[config.mk]
export PLATFORM = sky130hd
export DESIGN_NAME = gain_switch
export DESIGN_NICKNAME = d
export VERILOG_FILES = /design/src/hw/gain_switch_pkg.sv /design/src/hw/gain_lag_if.sv /design/src/hw/gain_lag.sv /design/src/hw/gain_switch.sv
export SDC_FILE = /design/constraint.sdc
export NUM_CORES = 2
export LEC_CHECK = 0
export BUFFER_PORTS_ARGS = -buffer_cell sky130_fd_sc_hd__buf_2
export CORE_MARGIN = 2
export CORE_UTILIZATION = 51
export CTS_CLUSTER_DIAMETER = 80
export CTS_CLUSTER_SIZE = 14
export DETAILED_ROUTE_END_ITERATION = 6
export GPL_ROUTABILITY_DRIVEN = 0
export PLACE_DENSITY = 0.69
export SYNTH_ARGS = -nofsm -noshare
export SYNTH_HDL_FRONTEND = slang
export SYNTH_SLANG_ARGS = --single-unit
[constraint.sdc]
create_clock -name clk -period 27.4 [get_ports clk]
set_clock_uncertainty 0.05 [all_clocks]
set_input_delay 5.48 -clock clk [delete_from_list [all_inputs] [get_ports clk]]
set_output_delay 5.48 -clock clk [all_outputs]
set_load 0.02 [all_outputs]
[src/hw/gain_switch_pkg.sv]
// constants, register map and types for the gain-set switcher
package gain_switch_pkg;

    // ****************************************
    // sizes
    // ****************************************
    localparam int DATA_W    = 16;
    localparam int NUM_GAINS = 6;
    localparam int NUM_REGS  = 16;
    localparam int FRAC_W    = 8;

    // ****************************************
    // byte offsets
    // ****************************************
    localparam logic [7:0] OFF_SRC_SEL   = 8'h00;
    localparam logic [7:0] OFF_THRESHOLD = 8'h04;
    localparam logic [7:0] OFF_TIME_CONST = 8'h08;
    localparam logic [7:0] OFF_ALT_BASE  = 8'h0c;
    localparam logic [7:0] OFF_NORM_BASE = 8'h24;
    localparam logic [7:0] OFF_MODE_CTRL = 8'h3c;
    localparam logic [7:0] OFF_STATUS    = 8'h40;
    localparam logic [7:0] OFF_RELOAD    = 8'h44;

    // register array indices
    localparam logic [3:0] IDX_SRC_SEL   = 4'h0;
    localparam logic [3:0] IDX_THRESHOLD = 4'h1;
    localparam logic [3:0] IDX_TIME_CONST = 4'h2;
    localparam int         IDX_ALT_BASE  = 3;
    localparam int         IDX_NORM_BASE = 9;
    localparam logic [3:0] IDX_MODE_CTRL = 4'hf;

    // ****************************************
    // fields
    // ****************************************
    localparam int SRC_LSB   = 0;
    localparam int POL_LSB   = 4;
    localparam int AUTO_LSB  = 0;
    localparam int VIB_LSB   = 4;
    localparam int SPEED_BIT = 8;

    typedef enum logic [3:0] {
        SRC_OFF   = 4'h0,
        SRC_CMD   = 4'h1,
        SRC_FREQ  = 4'h2,
        SRC_DROOP = 4'h3,
        SRC_SPEED = 4'h4
    } switch_src_t;

    localparam logic [3:0] AUTO_MODE_MANUAL = 4'h3;
    localparam logic [3:0] VIB_MODE_AUTO    = 4'h1;
    localparam logic [3:0] VIB_MODE_MANUAL  = 4'h2;

    // gain order: inertia, position, speed, integral, vibration, resonance
    localparam int G_INERTIA = 0;
    localparam int G_POS     = 1;
    localparam int G_SPEED   = 2;
    localparam int G_INTEG   = 3;
    localparam int G_VIB     = 4;
    localparam int G_RES     = 5;

    // ****************************************
    // reset values and limits (tenth units for ratio, ms and Hz)
    // ****************************************
    localparam logic [15:0] REG_RST [NUM_REGS] = '{
        16'h0000, 16'h000a, 16'h0001,
        16'h0046, 16'h0025, 16'h0337, 16'h0151, 16'h03e8, 16'h03e8,
        16'h0046, 16'h0025, 16'h0337, 16'h0151, 16'h03e8, 16'h03e8,
        16'h0000};
    localparam logic [15:0] REG_MIN [NUM_REGS] = '{
        16'h0000, 16'h0000, 16'h0000,
        16'h0000, 16'h0001, 16'h0014, 16'h0001, 16'h0001, 16'h0001,
        16'h0000, 16'h0001, 16'h0014, 16'h0001, 16'h0001, 16'h0001,
        16'h0000};
    localparam logic [15:0] REG_MAX [NUM_REGS] = '{
        16'h0014, 16'h270f, 16'h0064,
        16'h0bb8, 16'h07d0, 16'hc350, 16'hc350, 16'h03e8, 16'h03e8,
        16'h0bb8, 16'h07d0, 16'hc350, 16'hc350, 16'h03e8, 16'h03e8,
        16'h01ff};

    // ****************************************
    // timing
    // ****************************************
    localparam int CLK_PERIOD_NS = 50;
    localparam int NS_PER_MS     = 1000000;
    localparam int LAG_SHIFT     = 3;
    localparam int STEP_CYCLES   = (NS_PER_MS / CLK_PERIOD_NS) >> LAG_SHIFT;
    localparam logic [11:0] STEP_LAST = 12'(STEP_CYCLES - 1);

endpackage : gain_switch_pkg

[src/hw/gain_lag_if.sv]
// carrier between the switcher and one gain lag stage
`timescale 1ns/1ns
interface gain_lag_if;
    import gain_switch_pkg::*;
    logic [DATA_W-1:0] target;
    logic              step;
    logic              bypass;
    logic [DATA_W-1:0] value;

    modport ctrl (output target, output step, output bypass, input value);
    modport lag  (input target, input step, input bypass, output value);
endinterface : gain_lag_if

[src/hw/gain_lag.sv]
// first-order lag stage that walks one gain toward its target
`timescale 1ns/1ns
module gain_lag
    import gain_switch_pkg::*;
#(
    parameter logic [DATA_W-1:0] RESET_VAL = 16'h0000
) (
    input wire logic   clk,
    input wire logic   rst_n,
    gain_lag_if.lag    bus
);

    logic [DATA_W+FRAC_W:0]   acc_reg;
    logic [DATA_W+FRAC_W:0]   acc_next;
    logic [DATA_W+FRAC_W:0]   goal;
    logic [DATA_W+FRAC_W+1:0] diff;
    logic [DATA_W+FRAC_W+1:0] delta;
    logic                     near;

    assign goal  = {1'b0, bus.target, {FRAC_W{1'b0}}};
    assign diff  = {1'b0, goal} - {1'b0, acc_reg};
    assign delta = $signed(diff) >>> LAG_SHIFT;
    // shift stalls on tiny errors, so snap the last few counts
    assign near  = ($signed(diff) < $signed((DATA_W+FRAC_W+2)'(1 << LAG_SHIFT)))
                && ($signed(diff) > -$signed((DATA_W+FRAC_W+2)'(1 << LAG_SHIFT)));

    assign acc_next = (bus.bypass || near) ? goal
                    : (bus.step ? (DATA_W+FRAC_W+1)'(acc_reg + delta) : acc_reg);

    always_ff @(posedge clk or negedge rst_n) begin
        if (!rst_n) begin
            acc_reg <= {1'b0, RESET_VAL, {FRAC_W{1'b0}}};
        end else if (bus.bypass || bus.step) begin
            acc_reg <= acc_next;
        end
    end

    assign bus.value = acc_reg[DATA_W+FRAC_W-1:FRAC_W];

endmodule : gain_lag

[src/hw/gain_switch.sv]
// gain-set switcher: APB registers, switch condition and gain lag
// ****************************************
// Overview of operation
// - source field: 0 off, 1 instruction, 2 frequency, 3 droop, 4 speed
// - while condition holds, alternate gain set replaces the normal one
// - polarity 0: instruction on, or quantity at or above threshold
// - polarity 1: instruction off, or quantity at or below threshold
// - threshold 0 to 9999, reset 10, unit follows source
// - transition time constant 0 to 100 ms, reset 1 ms
// - alternate ratio and loop gains apply only with auto tuning mode 3
// - speed mode ignores alternate position gain and both frequencies
// - alternate vibration frequency applies only with tuning mode 1
// - alternate resonance frequency needs tuning mode 2 and source 1
// - alternate position gain 1 to 2000, reset 37
// - alternate speed gain 20 to 50000, reset 823
// - alternate integral 0.1 to 5000.0 ms, reset 33.7
// - alternate inertia ratio 0 to 300.0, reset 7.0
// - alternate frequencies 0.1 to 100.0 Hz, reset 100.0
// - source selection changes only after reset or controller reload
// ****************************************
//
// Design decisions made here: the placing of the registers and the APB register port.
`timescale 1ns/1ns
module gain_switch
    import gain_switch_pkg::*;
(
    input  wire logic              clk,
    input  wire logic              reset_n,
    input  wire logic              psel,
    input  wire logic              penable,
    input  wire logic              pwrite,
    input  wire logic [7:0]        paddr,
    input  wire logic [31:0]       pwdata,
    output logic      [31:0]       prdata,
    output logic                   pready,
    output logic                   pslverr,
    input  wire logic              gain_change_cmd,
    input  wire logic [DATA_W-1:0] command_freq,
    input  wire logic [DATA_W-1:0] droop_pulses,
    input  wire logic [DATA_W-1:0] motor_speed,
    output logic      [DATA_W-1:0] inertia_ratio,
    output logic      [DATA_W-1:0] position_gain,
    output logic      [DATA_W-1:0] speed_gain,
    output logic      [DATA_W-1:0] integral_comp,
    output logic      [DATA_W-1:0] vibration_freq,
    output logic      [DATA_W-1:0] resonance_freq,
    output logic                   gain_switch_active
);

    // ****************************************
    // reset release
    // ****************************************
    logic rst_meta_reg;
    logic rst_sync_reg;

    always_ff @(posedge clk or negedge reset_n) begin
        if (!reset_n) begin
            rst_meta_reg <= 1'b0;
            rst_sync_reg <= 1'b0;
        end else begin
            rst_meta_reg <= 1'b1;
            rst_sync_reg <= rst_meta_reg;
        end
    end

    // ****************************************
    // register bus decode
    // ****************************************
    logic [DATA_W-1:0] regs_reg [NUM_REGS];
    logic              setup_phase;
    logic              access_done;
    logic              wr_en;
    logic              in_array;
    logic              is_status;
    logic              is_reload;
    logic              mapped;
    logic [3:0]        wr_idx;
    logic [DATA_W-1:0] wr_val;
    logic [DATA_W-1:0] wr_clamped;
    logic              reload_pulse;

    assign setup_phase = psel && !penable;
    assign access_done = psel && penable && pready;
    assign in_array    = (paddr[1:0] == 2'b00) && (paddr < OFF_STATUS);
    assign is_status   = (paddr == OFF_STATUS);
    assign is_reload   = (paddr == OFF_RELOAD);
    assign mapped      = in_array || is_status || is_reload;
    assign wr_en       = access_done && pwrite && in_array;
    assign wr_idx      = paddr[5:2];
    assign wr_val      = pwdata[DATA_W-1:0];

    assign wr_clamped = (wr_val < REG_MIN[wr_idx]) ? REG_MIN[wr_idx]
                      : (wr_val > REG_MAX[wr_idx]) ? REG_MAX[wr_idx]
                      : wr_val;

    assign reload_pulse = access_done && pwrite && is_reload;

    // ****************************************
    // register storage
    // ****************************************
    // limits and reset values
    genvar r;
    generate
        for (r = 0; r < NUM_REGS; r++) begin : g_reg
            always_ff @(posedge clk or negedge rst_sync_reg) begin
                if (!rst_sync_reg) begin
                    regs_reg[r] <= REG_RST[r];
                end else if (wr_en && (wr_idx == 4'(r))) begin
                    regs_reg[r] <= wr_clamped;
                end
            end
        end
    endgenerate

    // ****************************************
    // mode fields
    // ****************************************
    logic [3:0] src_field;
    logic       polarity;
    logic [3:0] auto_mode;
    logic [3:0] vib_mode;
    logic       speed_mode;
    logic [6:0] time_const;

    assign src_field  = regs_reg[IDX_SRC_SEL][SRC_LSB +: 4];
    assign polarity   = regs_reg[IDX_SRC_SEL][POL_LSB];
    assign auto_mode  = regs_reg[IDX_MODE_CTRL][AUTO_LSB +: 4];
    assign vib_mode   = regs_reg[IDX_MODE_CTRL][VIB_LSB +: 4];
    assign speed_mode = regs_reg[IDX_MODE_CTRL][SPEED_BIT];
    assign time_const = regs_reg[IDX_TIME_CONST][6:0];

    // ****************************************
    // active source selection
    // ****************************************
    // a live change of source mid-motion would jerk the loop
    logic        load_pending_reg;
    switch_src_t src_active_reg;
    logic        pol_active_reg;

    always_ff @(posedge clk or negedge rst_sync_reg) begin
        if (!rst_sync_reg) begin
            load_pending_reg <= 1'b1;
        end else begin
            load_pending_reg <= 1'b0;
        end
    end

    // source taken at reset or reload
    always_ff @(posedge clk or negedge rst_sync_reg) begin
        if (!rst_sync_reg) begin
            src_active_reg <= SRC_OFF;
            pol_active_reg <= 1'b0;
        end else if (load_pending_reg || reload_pulse) begin
            src_active_reg <= switch_src_t'(src_field);
            pol_active_reg <= polarity;
        end
    end

    // ****************************************
    // switch condition
    // ****************************************
    logic [DATA_W-1:0] quantity;
    logic [DATA_W-1:0] threshold;
    logic              is_quantity;
    logic              at_or_above;
    logic              at_or_below;
    logic              cmd_hit;
    logic              qty_hit;
    logic              condition;

    assign threshold = regs_reg[IDX_THRESHOLD];

    assign quantity = (src_active_reg == SRC_FREQ)  ? command_freq
                    : (src_active_reg == SRC_DROOP) ? droop_pulses
                    : motor_speed;

    assign is_quantity = (src_active_reg == SRC_FREQ)
                      || (src_active_reg == SRC_DROOP)
                      || (src_active_reg == SRC_SPEED);

    assign at_or_above = (quantity >= threshold);
    assign at_or_below = (quantity <= threshold);

    assign cmd_hit = pol_active_reg ? !gain_change_cmd : gain_change_cmd;
    assign qty_hit = pol_active_reg ? at_or_below : at_or_above;

    assign condition = ((src_active_reg == SRC_CMD) && cmd_hit)
                    || (is_quantity && qty_hit);

    logic switched_reg;

    always_ff @(posedge clk or negedge rst_sync_reg) begin
        if (!rst_sync_reg) begin
            switched_reg <= 1'b0;
        end else begin
            switched_reg <= condition;
        end
    end

    assign gain_switch_active = switched_reg;

    // ****************************************
    // per-gain permission
    // ****************************************
    logic [NUM_GAINS-1:0] alt_allowed;
    logic                 manual_tuning;

    assign manual_tuning = (auto_mode == AUTO_MODE_MANUAL);

    assign alt_allowed[G_INERTIA] = manual_tuning;
    assign alt_allowed[G_POS]     = manual_tuning && !speed_mode;
    assign alt_allowed[G_SPEED]   = manual_tuning;
    assign alt_allowed[G_INTEG]   = manual_tuning;
    assign alt_allowed[G_VIB]     = (vib_mode == VIB_MODE_AUTO) && !speed_mode;
    assign alt_allowed[G_RES]     = (vib_mode == VIB_MODE_MANUAL) && !speed_mode
                                 && (src_active_reg == SRC_CMD);

    // ****************************************
    // lag step timer
    // ****************************************
    // one lag step every eighth of the time constant
    logic [11:0] sub_cnt_reg;
    logic [6:0]  ms_cnt_reg;
    logic        sub_wrap;
    logic        ms_wrap;
    logic        step_reg;

    assign sub_wrap = (sub_cnt_reg == STEP_LAST);
    assign ms_wrap  = sub_wrap && (ms_cnt_reg >= time_const - 7'h01);

    always_ff @(posedge clk or negedge rst_sync_reg) begin
        if (!rst_sync_reg) begin
            sub_cnt_reg <= 12'h000;
            ms_cnt_reg  <= 7'h00;
            step_reg    <= 1'b0;
        end else begin
            sub_cnt_reg <= sub_wrap ? 12'h000 : sub_cnt_reg + 12'h001;
            ms_cnt_reg  <= ms_wrap ? 7'h00 : (sub_wrap ? ms_cnt_reg + 7'h01 : ms_cnt_reg);
            step_reg    <= ms_wrap;
        end
    end

    // ****************************************
    // gain selection and lag stages
    // ****************************************
    gain_lag_if lag_bus [NUM_GAINS] ();

    logic [DATA_W-1:0] gain_val [NUM_GAINS];

    genvar g;
    generate
        for (g = 0; g < NUM_GAINS; g++) begin : g_gain
            assign lag_bus[g].target = (switched_reg && alt_allowed[g])
                                     ? regs_reg[IDX_ALT_BASE + g]
                                     : regs_reg[IDX_NORM_BASE + g];
            assign lag_bus[g].step   = step_reg;
            assign lag_bus[g].bypass = (time_const == 7'h00);
            assign gain_val[g]       = lag_bus[g].value;

            gain_lag #(
                .RESET_VAL (REG_RST[IDX_NORM_BASE + g])
            ) u_lag (
                .clk   (clk),
                .rst_n (rst_sync_reg),
                .bus   (lag_bus[g])
            );
        end
    endgenerate

    assign inertia_ratio  = gain_val[G_INERTIA];
    assign position_gain  = gain_val[G_POS];
    assign speed_gain     = gain_val[G_SPEED];
    assign integral_comp  = gain_val[G_INTEG];
    assign vibration_freq = gain_val[G_VIB];
    assign resonance_freq = gain_val[G_RES];

    // ****************************************
    // read path and bus answer
    // ****************************************
    logic [31:0] status_word;
    logic [31:0] rd_word;

    assign status_word = {25'h0000000, src_active_reg, pol_active_reg,
                          switched_reg, condition};

    assign rd_word = in_array  ? {16'h0000, regs_reg[wr_idx]}
                   : is_status ? status_word
                   : 32'h00000000;

    // zero wait states: ready is registered from setup, high in the access cycle
    always_ff @(posedge clk or negedge rst_sync_reg) begin
        if (!rst_sync_reg) begin
            pready  <= 1'b0;
            pslverr <= 1'b0;
            prdata  <= 32'h00000000;
        end else begin
            pready  <= setup_phase;
            pslverr <= setup_phase && !mapped;
            prdata  <= (setup_phase && !pwrite) ? rd_word : 32'h00000000;
        end
    end

endmodule : gain_switch

==> qor.csv <==
metric,value,unit
reg2reg_depth,26,
max_stage_delay,0.87,ns
synth_ff_type,dfrtp_1,
cts-root-buf,clkbuf_16,
postCtsSetupBuffers,0,
mostFrequentLayoutCell,nand2_1,
grt_usage,29.1,%
drcViolationCount,0,
hold_slack,0.261,ns
cp.required,27.77,ns
fp-row-count,98,
layout_common_cells,"nand2_1 (452), o21ai_0 (385), dfrtp_1 (360), ha_1 (291), a21oi_1 (251)",
end_kind,register,
critPathLaunchType,input port,
overflow,0,
maxSlewViolCount,0,
async_flop_share,100,%
port_buffers,192,
synthToLayoutAreaGrowth,6.32,%
tightestPinTransition,1.29,ns
cts_buffers,43,
via_count,31800,
drtAntennaViolNets,0,
leakage,18.0,nW
fmax,0.0927,GHz
die_h,271,um
finalHoldViolCount,0,
final_net_count,4584,
die_w,271,um
largest_reg_flops,235,
ys_ff_latch,453,
cts_tree,built,
post_drt_wl_per_cell,21.0,um
grt_pass1_wl,171000,um
layout.cells.non_filler,5183,
finalCritPeriodShare,39.4,%
grt_setup_unrepaired,no,
grt_pass1_vias,30000,
seq_area_frac_synth,31.4,%
layout_min_cycle_time,10.79,ns
place_area,0.0374,mm2
coreArea,0.0711,mm2
clock_latency,0.61,ns
hold_class,register to async pin,
cts-resized-gates,0,
cp_cell_sequence,buf_4 > buf_4 > ha_1 > nand3_1 > nand2_1 > inv_1 > ha_1 > nor2b_1 > o21a_1 > o21a_1 > o21ai_0 > nand2b_1 > a21oi_1 > nor2b_1 > o21a_1 > o21ai_0 > a21oi_2 > nand2b_1 > o21ai_0,
wirelength,109000,um
dpl.hpwl,79600,um
finalSetupViolCount,0,
avgSynthCellArea,8.64,um2
antenna_found_initial,0,
p_total,1.96,mW
outcome,"finished, final reports clean",
synth-edff-count,0,
via_per_inst,6.13,
syn_inst,4218,
placed_cells,5102,
drtIter0Drc,2747,
dr.pass1.iters,5,
setup.worst_path.class,input port to register,
clock-sinks,453,
fillers,6631,
cp_max_fo,56,
grt_start_max_net_pins,180,
cp.arrival,11.16,ns
path_clk_slew,0.07,ns
io-pin-count,225,
tns,0,ns
clk_path_buf_depth,3,
power.density,50.6,mW/mm2
die-area,0.0736,mm2
synth_cell_types,102,
htree_num_levels,2,
synth_area,0.0365,mm2
yosysWarnings,0,
ir_drop,48.7,uV
drive_gt1_share,14.1,%
worst_path_max_delay_cell,a21oi_2,
max-cap-violations,0,
start_util,51.3,%
stdcell_area,0.0388,mm2
slew_headroom,13.8,%
cts_hold_buf,0,
-- metal layers --
metal | track usage [%] | share of wire (%)
met3 | 4.88 | 7.2
met2 | 46.7 | 46
met1 | 39.1 | 43
met4 | 11.7 | 4.2
met5 | 0 | 0
-- cell usage after synthesis (16+ instances only) --
cell type  number  area, um2
or2_2          23        144
nor4b_1        17        149
mux2_2        102       1150
a21oi_1       253       1270
o22ai_1        66        413
o211ai_1       16        120
dfrtp_1       362       9060
buf_4         113        848
a21o_1         72        541
nand3_1        82        410
o21a_1         45        338
xnor2_1       148       1300
clkbuf_1      160        601
or3_1          31        194
a22o_1         25        219
nor3_1        133        666
mux2i_1       108       1080
o21ai_0       394       1970
buf_1          19       71.3
nand2_1       453       1700
o31ai_1        20        150
a211oi_1       18        135
and3_1         25        156
nor2b_1        36        225
ha_1          291       3640
nor2_1        230        863
nand2b_1       43        269
dfstp_2        91       2390
and2_1         23        144
inv_1         227        852
nor4_1         28        175
o221ai_1       34        298
a31oi_1        28        175
o21bai_1       21        158
xor2_1         81        709
nand4_1        49        307
mux4_2         32        721
a221oi_1       41        359
-- path summary, 6_finish.rpt --
check                                        from                     endpoint  slack (ns)
worst min register to register       rst_sync_reg  g_gain[4].u_lag.acc_reg[24]        0.26
max in group asynchronous                 reset_n                 rst_sync_reg       22.58
worst max register to register  src_active_reg[0]  g_gain[5].u_lag.acc_reg[24]       19.90
min in group clk                     rst_meta_reg                 rst_sync_reg        0.30
worst max-delay path                     paddr[2]                 regs_reg[12]       16.61
worst min-delay path                 rst_sync_reg  g_gain[4].u_lag.acc_reg[24]        0.26
-- power breakdown --
part           switching [mW]  internal (mW)  total, mW
sequential             0.0118          0.679      0.691
combinational           0.389          0.248      0.638
clock                   0.294          0.337      0.632
-- per-stage QoR --
step	setup WS (ns)	util, %
6_report	16.61	54.5
4_1_cts	16.79	54.5
3_3_place_gp	16.26	52.5
3_5_place_dp	16.17	52.5
5_1_grt	16.26	54.5
2_1_floorplan	13.95	-
-- logic make-up after synthesis --
logic type      share of synthesized area, %
flops                                   31.4
simple gates                            16.9
compound gates                          21.1
mux                                     8.09
buf+inv                                 6.83
xor+xnor                                5.50
other cells                           0.0206
fa+ha+maj                               10.1
-- worst max-delay path: cells and delay by family --
family / cells / cell delay [ns]
buf+inv: 3 / 1.53
fa+ha+maj: 2 / 0.84
simple gates: 6 / 1.51
compound gates: 8 / 1.64
-- area by class of cell --
cell class                      instances  area (um2)  area share, %
Inverter                              227         852           2.20
Clock inverter                         14         195          0.504
Clock buffer                           66        1200           3.11
Timing Repair Buffer                  228        1250           3.22
Sequential cell                       453       11500           29.6
Multi-Input combinational cell       3244       22600           58.3
Antenna cell                            1        2.50        0.00646
Tap cell                              950        1190           3.07
(Power assumes the default switching activity.)
